$ cat src/rtl/sdpm_pkg.sv
// shared widths, field positions, reset values and carrier types for the memory pin mux
package sdpm_pkg;

	// widths of the address paths and boot pins, and synchroniser depth
	localparam int CORE_W = 26;
	localparam int EXT_W = 24;
	localparam int RC_W = 12;
	localparam int BOOT_W = 4;
	localparam int SYNC_STAGES = 3;

	// linear bank address: pins 15..11 carry core bits 25..21
	localparam int LIN_PIN_LSB = 11;
	localparam int LIN_CORE_LSB = 21;
	localparam int LIN_W = 5;

	// interleaved bank address: pins 19..16 carry core bits 12..9
	localparam int ILV_PIN_LSB = 16;
	localparam int ILV_CORE_LSB = 9;
	localparam int ILV_W = 4;

	// row/column address: pins 10..1 carry row/col bits 9..0, bits 11..10 on dedicated pins
	localparam int RC_PIN_LSB = 1;
	localparam int RC_LOW_W = 10;
	localparam int RC_HI_LSB = 10;
	localparam int RC_HI_W = 2;

	// reset values
	localparam logic SEL0_SDRAM_RST = 1'b0;
	localparam logic SEL1_SDRAM_RST = 1'b1;
	localparam logic [3:0] BOOT_RST = 4'h0;
	localparam logic [23:0] ADDR_RST = 24'h000000;
	localparam logic [1:0] RC_HI_RST = 2'h0;

	// cycle mapping held for a whole bus cycle
	typedef enum logic [1:0] {
		MODE_EXT = 2'b00,
		MODE_SD_LIN = 2'b01,
		MODE_SD_ILV = 2'b10
	} sdpm_mode_e;

	// address sources from the core side
	typedef struct packed {
		logic [CORE_W-1:0] core_addr;
		logic [EXT_W-1:0] ext_addr;
		logic [RC_W-1:0] mem_row_col_addr;
	} sdpm_addr_s;

	// active-low select requests from the controllers
	typedef struct packed {
		logic sdram_select_first_n;
		logic sdram_select_second_n;
		logic general_select_two_n;
		logic general_select_three_n;
	} sdpm_sel_s;

endpackage

$ cat src/rtl/sdpm_sync.sv
// three-stage synchroniser with agreement-qualified output for pin inputs
`timescale 1ns/1ps
module sdpm_sync #(
	parameter int W = 4
) (
	input wire logic clk,
	input wire logic ce,
	input wire logic [W-1:0] async_in,
	output logic [W-1:0] sync_out,
	output logic stable
);
	logic [W-1:0] s1_q;
	logic [W-1:0] s2_q;
	logic [W-1:0] s3_q;

	if (W < 1) begin : g_chk
		$error("sdpm_sync: width must be at least one");
	end

	// first stage feeds only the second
	always_ff @(posedge clk) begin
		if (ce) begin
			s1_q <= async_in;
			s2_q <= s1_q;
			s3_q <= s2_q;
		end
	end

	// a value counts once stages two and three agree
	always_comb begin
		sync_out = s3_q;
		stable = (s2_q == s3_q);
	end
endmodule // sdpm_sync

$ cat src/rtl/sdpm_pin_mux.sv
// memory pin mux: shares address pins between bus and sdram cycles, and chip-select pins between sdram and general selects per a control bit
// Summary of operation
// RULE1 - In sdram cycles with linear banking, pins 15..11 carry core address bits 25..21.
// RULE2 - In sdram cycles with interleaved banking, pins 19..16 carry core address bits 12..9.
// RULE3 - Pins 10..1 carry the sdram row/column address in sdram cycles and bus address bits 10..1 otherwise.
// RULE4 - The first sdram select pin carries either the sdram select or general select two, per a control bit.
// RULE5 - The second sdram select pin carries either the sdram select or general select three, sdram after reset.
// RULE6 - During system reset the boot pins are sampled and set the boot mode.
// RULE7 - The board straps the boot pins so the second sdram select can act as boot select when needed.
// RULE8 - Outside sdram cycles all shared pins carry bus functions, and the mapping changes only at cycle starts; select pins follow their control bits instead.
`timescale 1ns/1ps
module sdpm_pin_mux #(
	parameter int BOOT_W = sdpm_pkg::BOOT_W
) (
	input wire logic MCLK,
	input wire logic SRST,
	input wire logic CE,
	input sdpm_pkg::sdpm_addr_s ADDR_IN,
	input sdpm_pkg::sdpm_sel_s SEL_IN,
	input wire logic CYC_START,
	input wire logic CYC_SDRAM,
	input wire logic INTERLEAVE,
	input wire logic CTRL_WR,
	input wire logic CTRL_SEL0_SDRAM,
	input wire logic CTRL_SEL1_SDRAM,
	input wire logic [BOOT_W-1:0] BOOT_PINS,
	output logic [sdpm_pkg::EXT_W-1:0] MEM_ADDR,
	output logic [sdpm_pkg::RC_HI_W-1:0] MEM_ADDR_HI,
	output logic SEL_PIN0_N,
	output logic SEL_PIN1_N,
	output logic SEL0_IS_SDRAM,
	output logic SEL1_IS_SDRAM,
	output logic [BOOT_W-1:0] BOOT_MODE
);
	if (BOOT_W != sdpm_pkg::BOOT_W) begin : g_chk
		$error("sdpm_pin_mux: boot width must match the boot pin count");
	end

	// picks the sdram or general select for a shared chip-select pin
	function automatic logic pick_sel(input logic use_sdram, input logic sd_n, input logic gen_n);
		pick_sel = use_sdram ? sd_n : gen_n;
	endfunction

	sdpm_pkg::sdpm_mode_e mode_q, mode_d, mode_now;
	logic [sdpm_pkg::EXT_W-1:0] addr_q, addr_d;
	logic [sdpm_pkg::RC_HI_W-1:0] rc_hi_q, rc_hi_d;
	logic sel0_sd_q, sel0_sd_d;
	logic sel1_sd_q, sel1_sd_d;
	logic pin0_q, pin0_d;
	logic pin1_q, pin1_d;
	logic [BOOT_W-1:0] boot_q, boot_d;
	logic [BOOT_W-1:0] boot_sync;
	logic boot_stable;

	// boot strap pins come from outside the clock domain
	sdpm_sync #(
		.W(BOOT_W)
	) u_boot_sync (
		.clk(MCLK),
		.ce(CE),
		.async_in(BOOT_PINS),
		.sync_out(boot_sync),
		.stable(boot_stable)
	);

	// mapping for this cycle, taken only at a cycle start
	always_comb begin
		mode_now = mode_q;
		if (CYC_START) begin // RULE8
			if (!CYC_SDRAM) begin
				mode_now = sdpm_pkg::MODE_EXT;
			end else if (INTERLEAVE) begin
				mode_now = sdpm_pkg::MODE_SD_ILV;
			end else begin
				mode_now = sdpm_pkg::MODE_SD_LIN;
			end
		end
		mode_d = mode_now;
	end

	// shared address pins
	always_comb begin
		addr_d = ADDR_IN.ext_addr; // RULE8
		rc_hi_d = ADDR_IN.mem_row_col_addr[sdpm_pkg::RC_HI_LSB +: sdpm_pkg::RC_HI_W];
		unique case (mode_now)
			sdpm_pkg::MODE_EXT: begin
				addr_d = ADDR_IN.ext_addr; // RULE8
			end
			sdpm_pkg::MODE_SD_LIN: begin
				addr_d[sdpm_pkg::LIN_PIN_LSB +: sdpm_pkg::LIN_W] =
					ADDR_IN.core_addr[sdpm_pkg::LIN_CORE_LSB +: sdpm_pkg::LIN_W]; // RULE1
				addr_d[sdpm_pkg::RC_PIN_LSB +: sdpm_pkg::RC_LOW_W] =
					ADDR_IN.mem_row_col_addr[sdpm_pkg::RC_LOW_W-1:0]; // RULE3
			end
			sdpm_pkg::MODE_SD_ILV: begin
				addr_d[sdpm_pkg::ILV_PIN_LSB +: sdpm_pkg::ILV_W] =
					ADDR_IN.core_addr[sdpm_pkg::ILV_CORE_LSB +: sdpm_pkg::ILV_W]; // RULE2
				addr_d[sdpm_pkg::RC_PIN_LSB +: sdpm_pkg::RC_LOW_W] =
					ADDR_IN.mem_row_col_addr[sdpm_pkg::RC_LOW_W-1:0]; // RULE3
			end
			default: begin
				addr_d = ADDR_IN.ext_addr;
			end
		endcase
	end

	// chip-select function bits and the two shared select pins
	always_comb begin
		sel0_sd_d = sel0_sd_q;
		sel1_sd_d = sel1_sd_q;
		if (CTRL_WR) begin
			sel0_sd_d = CTRL_SEL0_SDRAM; // RULE4
			sel1_sd_d = CTRL_SEL1_SDRAM; // RULE5
		end
		pin0_d = pick_sel(sel0_sd_q, SEL_IN.sdram_select_first_n, SEL_IN.general_select_two_n); // RULE4
		pin1_d = pick_sel(sel1_sd_q, SEL_IN.sdram_select_second_n, SEL_IN.general_select_three_n); // RULE5
	end

	// boot mode follows the settled pins while reset is held
	always_comb begin
		boot_d = boot_q;
		if (SRST && boot_stable) begin
			boot_d = boot_sync; // RULE6
		end
	end

	// all state registered here; reset wins over the clock enable
	always_ff @(posedge MCLK) begin
		if (SRST) begin
			mode_q <= sdpm_pkg::MODE_EXT;
			addr_q <= sdpm_pkg::ADDR_RST;
			rc_hi_q <= sdpm_pkg::RC_HI_RST;
			sel0_sd_q <= sdpm_pkg::SEL0_SDRAM_RST;
			sel1_sd_q <= sdpm_pkg::SEL1_SDRAM_RST; // RULE5
			pin0_q <= 1'b1;
			pin1_q <= 1'b1;
			boot_q <= boot_d; // RULE6
		end else if (CE) begin
			mode_q <= mode_d;
			addr_q <= addr_d;
			rc_hi_q <= rc_hi_d;
			sel0_sd_q <= sel0_sd_d;
			sel1_sd_q <= sel1_sd_d;
			pin0_q <= pin0_d;
			pin1_q <= pin1_d;
			boot_q <= boot_d;
		end
	end

	// outputs straight from flip-flops
	always_comb begin
		MEM_ADDR = addr_q;
		MEM_ADDR_HI = rc_hi_q;
		SEL_PIN0_N = pin0_q;
		SEL_PIN1_N = pin1_q;
		SEL0_IS_SDRAM = sel0_sd_q;
		SEL1_IS_SDRAM = sel1_sd_q;
		BOOT_MODE = boot_q;
	end

	// checks on the pin mapping
	lin_bank_a: assert property (@(posedge MCLK) disable iff (SRST) // RULE1
		(CE && mode_now == sdpm_pkg::MODE_SD_LIN) |=>
		MEM_ADDR[15:11] == $past(ADDR_IN.core_addr[25:21]))
		else $error("linear bank pins do not carry core bits 25..21");

	ilv_bank_a: assert property (@(posedge MCLK) disable iff (SRST) // RULE2
		(CE && mode_now == sdpm_pkg::MODE_SD_ILV) |=>
		MEM_ADDR[19:16] == $past(ADDR_IN.core_addr[12:9]) && MEM_ADDR[15:11] == $past(ADDR_IN.ext_addr[15:11]))
		else $error("interleaved bank pins do not carry core bits 12..9");

	row_col_a: assert property (@(posedge MCLK) disable iff (SRST) // RULE3
		(CE && mode_now != sdpm_pkg::MODE_EXT) |=>
		MEM_ADDR[10:1] == $past(ADDR_IN.mem_row_col_addr[9:0]))
		else $error("row/column address missing from low pins in sdram cycle");

	sel_first_a: assert property (@(posedge MCLK) disable iff (SRST) // RULE4
		(CE && CTRL_WR) ##1 (CE && !CTRL_WR) |=>
		SEL_PIN0_N == ($past(CTRL_SEL0_SDRAM, 2) ? $past(SEL_IN.sdram_select_first_n)
			: $past(SEL_IN.general_select_two_n)))
		else $error("first select pin shows the wrong function");

	sel_second_a: assert property (@(posedge MCLK) // RULE5
		$fell(SRST) |-> SEL1_IS_SDRAM && SEL_PIN1_N)
		else $error("second select pin not in sdram function after reset");

	boot_capture_a: assert property (@(posedge MCLK) // RULE6
		(SRST && boot_stable) |=> BOOT_MODE == $past(boot_sync))
		else $error("boot mode not taken from settled boot pins");

	bus_cycle_a: assert property (@(posedge MCLK) disable iff (SRST) // RULE8
		(CE && CYC_START && !CYC_SDRAM) ##1 (CE && !CYC_START)[*2] |=>
		MEM_ADDR == $past(ADDR_IN.ext_addr))
		else $error("shared pins not on bus functions outside sdram cycles");

	mode_hold_a: assert property (@(posedge MCLK) disable iff (SRST) // RULE8
		!CYC_START |=> mode_q == $past(mode_q))
		else $error("pin mapping changed inside a cycle");

	bus_low_pins_a: assert property (@(posedge MCLK) disable iff (SRST) // RULE3
		(CE && !SRST && mode_now == sdpm_pkg::MODE_EXT) |=>
		MEM_ADDR[10:1] == $past(ADDR_IN.ext_addr[10:1]))
		else $error("low pins do not carry bus address outside sdram cycles");

	row_col_hi_a: assert property (@(posedge MCLK) disable iff (SRST) // RULE3
		(CE && !SRST) |=>
		MEM_ADDR_HI == $past(ADDR_IN.mem_row_col_addr[11:10]))
		else $error("dedicated row/column pins do not carry bits 11..10");

	func_load_a: assert property (@(posedge MCLK) disable iff (SRST) // RULE4
		(CE && !SRST && CTRL_WR) |=>
		SEL0_IS_SDRAM == $past(CTRL_SEL0_SDRAM) && SEL1_IS_SDRAM == $past(CTRL_SEL1_SDRAM))
		else $error("select function bits not loaded by the control write");

	sel_second_fn_a: assert property (@(posedge MCLK) disable iff (SRST) // RULE5
		(CE && !SRST && CTRL_WR) ##1 (CE && !CTRL_WR) |=>
		SEL_PIN1_N == ($past(CTRL_SEL1_SDRAM, 2) ? $past(SEL_IN.sdram_select_second_n)
			: $past(SEL_IN.general_select_three_n)))
		else $error("second select pin shows the wrong function");

	boot_hold_a: assert property (@(posedge MCLK) // RULE6
		!SRST |=> BOOT_MODE == $past(BOOT_MODE))
		else $error("boot mode changed outside reset");

	freeze_hold_a: assert property (@(posedge MCLK) disable iff (SRST) // RULE8
		(!CE && !SRST) |=>
		$stable(MEM_ADDR) && $stable(MEM_ADDR_HI) && $stable(SEL_PIN0_N) && $stable(SEL_PIN1_N))
		else $error("pins moved while the clock enable was low");
endmodule // sdpm_pin_mux

$ cat config.mk
export PLATFORM = sky130hd
export DESIGN_NAME = sdpm_pin_mux
export DESIGN_NICKNAME = d
export VERILOG_FILES = /design/src/rtl/sdpm_pkg.sv /design/src/rtl/sdpm_sync.sv /design/src/rtl/sdpm_pin_mux.sv
export SDC_FILE = /design/constraint.sdc
export NUM_CORES = 1
export LEC_CHECK = 0
export ABC_AREA = 1
export BUFFER_PORTS_ARGS = -buffer_cell sky130_fd_sc_hd__buf_2
export CORE_UTILIZATION = 45
export DETAILED_ROUTE_END_ITERATION = 10
export PLACE_DENSITY = 0.88
export SYNTH_ARGS = -nofsm -noshare
export SYNTH_HDL_FRONTEND = slang
export SYNTH_HIERARCHICAL = 1
export SYNTH_SLANG_ARGS = --single-unit
$ cat constraint.sdc
create_clock -name MCLK -period 3.7 [get_ports MCLK]
set_clock_uncertainty 0.15 [all_clocks]
set_input_delay 0.555 -clock MCLK [delete_from_list [all_inputs] [get_ports MCLK]]
set_output_delay 0.555 -clock MCLK [all_outputs]
set_load 0.005 [all_outputs]
-- After elaboration in Yosys (flattened, before gate mapping)
Cells that the tools add are included.
- register bits after elaboration: 48
- output and inout port bits: 34
- logic and storage cells: 29
- equality and inequality tests: 3
- mux-type cells: 11
- reduce and logical (&&, ||, !) cells: 4
- operator list (operator ; number):
    4-bit 2-to-1 mux ; 4
    10-bit 2-to-1 mux ; 1
    2-bit 2-to-1 mux ; 3
    5-bit 2-to-1 mux ; 1
    4-bit == test ; 1
    2-bit by 1-bit == test with 1-bit output, second input constant ; 1
    2-bit == test, second input constant ; 1
    1-bit 2-to-1 mux ; 2
    2-bit AND reduction ; 1
    2-bit nonzero test ; 1
    2-bit OR reduction ; 1
    1-bit logical AND ; 1

-- Depth between registers and ports, before layout
- depth in word-level cells: 6
- gate-level depth with buffers: 10
- depth with buffers taken out: 10

-- Cells and area by module
Netlist, hierarchy kept.
- by module, submodules not included (module ; instances ; cells each ; area each (µm²) ; sequential area each (µm²)):
    sdpm_pin_mux ; 1 ; 247 ; 1660.3 ; 760.7
    sdpm_sync ; 1 ; 27 ; 426.7 ; 360.3

-- Worst setup path before layout
OpenSTA, ideal clock, no wires.
- path type: input to register
- start point: input INTERLEAVE
- end point: register addr_q, in the netlist MEM_ADDR[1]
- library setup time: 0.109 ns
- arrival: 1.456 ns
- slack: 1.985 ns
- cell stages on the path: 10
- buffers on the path: 0
- cell sequence: inv_1 -> nand3_1 -> nand2_1 -> inv_1 -> ha_1 -> clkinv_1 -> nand2_1 -> nand3_1 -> nand2_1 -> inv_1
- word-level cells in the longest chain between the ends: 6
- ends and longest elaborated chain (item ; line ; text):
    start, declared ; sdpm_pin_mux.sv:22 ; input wire logic INTERLEAVE,
    2-bit 2-to-1 mux (*) ; sdpm_pin_mux.sv:72 ; end else if (INTERLEAVE) begin
    2-bit 2-to-1 mux (*) ; sdpm_pin_mux.sv:70 ; if (!CYC_SDRAM) begin
    2-bit 2-to-1 mux (*) ; sdpm_pin_mux.sv:69 ; if (CYC_START) begin
    via mode_d[0] ; sdpm_pin_mux.sv:44 ; sdpm_pkg::sdpm_mode_e mode_q, mode_d, mode_now;
    2-bit by 1-bit == test with 1-bit output / 2-bit == test (equally long branches) ; sdpm_pin_mux.sv:85 ; unique case (mode_now)
    2-bit OR reduction (no line) (*) ; n/a ;
    10-bit 2-to-1 mux (*) ; sdpm_pin_mux.sv:85 ;
    end signal, assigned ; sdpm_pin_mux.sv:131 ; addr_q <= sdpm_pkg::ADDR_RST;
    end signal, assigned ; sdpm_pin_mux.sv:140 ; addr_q <= addr_d;
    end, declared ; sdpm_pin_mux.sv:45 ; logic [sdpm_pkg::EXT_W-1:0] addr_q, addr_d;
Mark *: on every way through the listed nets, which the timed path passes. The rest lies on a longest branch.
A chain may end at the register's enable or synchronous reset.

-- Worst setup path after layout
- start point: input CYC_START
- end point: register addr_q, in the netlist MEM_ADDR[4]
- word-level cells in the longest chain between the ends: 4
- ends and longest elaborated chain (item ; line ; text):
    start, declared ; sdpm_pin_mux.sv:20 ; input wire logic CYC_START,
    2-bit 2-to-1 mux (*) ; sdpm_pin_mux.sv:69 ;
    via mode_d[0] ; sdpm_pin_mux.sv:44 ;
    2-bit by 1-bit == test with 1-bit output / 2-bit == test (equally long branches) ; sdpm_pin_mux.sv:85 ;
    2-bit OR reduction (no line) (*) ; n/a ;
    10-bit 2-to-1 mux (*) ; sdpm_pin_mux.sv:85 ;
Marked as above.

==> flow_summary.yaml <==
outcome:
  outcome: "completed"
synthesis:
  muxShareOfSynthArea: 0
  syn_inst: 274
  synth_compound_area_frac: 0.03357
  yosys_register_bits: 48
  postSynthNetCount: 355
  synth_top_area_cell: "dfxtp_1"
  synth_top_area_share: 0.3070
  synth_area_leaders: "dfxtp_1 (31%), edfxtp_1 (23%), nand2_1 (13%), nor2_1 (11%), inv_1 (6.5%)"
  synth_fa_ha_area_frac: 0.01199
  synth_most_common_cell: "nand2_1"
  seq_area_frac_synth: 0.5372
  synth_xor_area_frac: 0.008393
  synth_area_um2: 2087
  synthFlopType: "dfxtp_1"
  synthSimpleGateAreaFrac: 0.3022
  yosysWarnings: 6
  syn_avg_cell_area_um2: 7.617
  synth_cell_types: 16
  synth_edf_count: 16
  synth_top_family_by_area: "simple AND/OR/NAND/NOR gates"
  synthArstFlopShare: 0
  synth_common_cells: "nand2_1 (75), nor2_1 (61), inv_1 (36)"
sta:
  rsz0062_at_grt: "no"
  fmax_mhz: 470.8
  setup_ws_ns: 1.576
  hold_viol: 0
  tightest_slew_ns: 0.8360
  setup_viol: 0
  post-route-period-util: 0.5741
  relSlewSlack: 0.4427
  slew_violations: 0
  worst_hold_slack_ns: 0.2791
  setup_tns_ns: 0
  period_needed_ns: 2.124
finish:
  antenna_cells: 0
  fin_util: 0.5975
  final_cells: 420
  final.fill_count: 405
  area_growth_pct: 26.38
  finalNetCount: 448
  design_area_um2: 2638
  drive_gt1_frac: 0.2826
die:
  num_rows: 24
  die-width_um: 70.10
  core_region_area_um2: 4414
  dieArea_um2: 4914
  die_h_um: 70.10
  pin_count: 113
  initial_utilization: 0.4728
setup_path:
  cp_common_cell: "nand2_1"
  critPathMaxStageDelay_ns: 0.50
  cp_max_fo: 11
  setup.worst_path.class: "primary input to register"
  slowest_stage: "ha_1"
  path_cells: "buf_2, inv_1, nand2_1, nand2_1, inv_1, ha_1, clkinv_1, nand2_1, nand3_1, nand2_1, inv_1"
  arrival_ns: 2.17
  worstSetupEndpointType: "register"
  start_kind: "primary input"
  required_ns: 3.75
placement:
  port_buffers: 95
  place_congestion: 0.7122
  hpwl_um: 3105
  place_area_um2: 2555
  dp_cells: 412
  dp_slack_ns: 1.275
cts:
  clk_pin_slew_ns: 0.09
  cts_resized: 0
  cts_sinks: 48
  cts_root_buf: "clkbuf_8"
  cts_setup_buffers: 0
  clockBufferDepth: 2
  cts_hold_buf: 0
  clk_latency_ns: 0.29
  cts_tree: "yes"
  cts_made_buffers: 5
  ctsHtreeMaxLevel: 2
run:
  maxCapViolCount: 0
pwr:
  intPower_mw: 0.7890
  combPwrFrac: 0.160
  p_sw_mw: 0.2787
  power-per-cell-area_nw_per_um2: 404.8
  switching_share: 0.2611
  p_leak_nw: 1.485
  vdd_drop_max_uv: 208.8
  power_mw: 1.068
  pwr-share-seq: 0.563
  clockPowerShare: 0.277
global_routing:
  overflow: 0
  antenna_found_initial: 0
  grt_max_degree: 48
  grt_pass1_wl_um: 7493
  grt_usage: 0.1894
  grt_pass1_vias: 1753
worst_hold_path:
  hold_path.class: "primary input to register"
routing:
  vias: 1916
  post-route-drc-count: 0
  ant_nets: 0
  drtIter0Drc: 68
  drtPass1Iterations: 6
  viasPerCell: 4.562
  wirelength_um: 4315
  wire_per_inst_um: 10.27
worst paths after layout:
check,slack (ns),startpoint,endpoint,depth (start not counted)
worst max-delay path,1.58,CYC_START,MEM_ADDR[4]$_SDFFE_PP0P_,11
worst min-delay path,0.28,BOOT_PINS[2],u_boot_sync/s1_q[2]$_DFFE_PP_,1
worst max register to register,1.67,mode_q[0]$_SDFFE_PP0P_,MEM_ADDR[4]$_SDFFE_PP0P_,9
worst min register to register,0.28,u_boot_sync/s1_q[1]$_DFFE_PP_,u_boot_sync/s2_q[1]$_DFFE_PP_,0
placed cells by master (no fill, tap or decap), drive strengths merged:
cell type	count
a21oi	2
nor2	61
inv	37
edfxtp	16
nand3	24
clkinv	4
dfxtp	32
clkbuf	5
xnor2	2
ha	2
buf	96
nand2	75
o21ai	12
final cells by class:
cell class / instances / area (um2) / share of cell area
clock buffer: 5 / 68.82 / 0.02609
inverter: 38 / 142.6 / 0.05408
sequential: 48 / 1121 / 0.4250
multi-input combinational: 178 / 743.2 / 0.2818
clock inverter: 3 / 13.76 / 0.005218
tap: 52 / 65.06 / 0.02467
timing repair buffer: 96 / 483.0 / 0.1831
worst max-delay path: cells and delay by family:
kind / cells / cell delay (ns)
fa+ha+maj: 1 / 0.50
simple gates: 5 / 0.48
buf+inv: 5 / 0.62
sequential cells by signal, indices dropped and copies added, names as in the netlist:
register / flops
SEL_PIN0_N: 1
SEL1_IS_SDRAM: 1
mode_q: 2
MEM_ADDR_HI: 2
MEM_ADDR: 24
u_boot_sync/s2_q: 4
u_boot_sync/s1_q: 4
u_boot_sync/sync_out: 4
SEL0_IS_SDRAM: 1
BOOT_MODE: 4
SEL_PIN1_N: 1
power by group through the flow:
stage	Clock (mW)	Combinational, mW	Sequential, mW
2_1_floorplan	0	0.0979	0.614
3_3_place_gp	0	0.166	0.611
3_5_place_dp	0	0.172	0.613
4_1_cts	0.307	0.172	0.601
5_1_grt	0.325	0.200	0.606
6_report	0.296	0.171	0.601
routing by layer:
layer / vias to the layer above / part of all wire / track usage
met4: 0 / 0.0049 / 0.07111
li1: 1017 / - / -
met3: 2 / 0.066 / 0.05772
met2: 72 / 0.49 / 0.3269
met1: 825 / 0.44 / 0.2198
met5: - / 0 / 0
kinds of logic after synthesis:
kind of cell | after synthesis
AOI/OAI and AO/OA | 14
xor gates and xnor gates | 2
adders and majority gates | 2
buffers and inverters | 48
DFF | 48
and+or+nand+nor | 160
(Power assumes the default switching activity.)
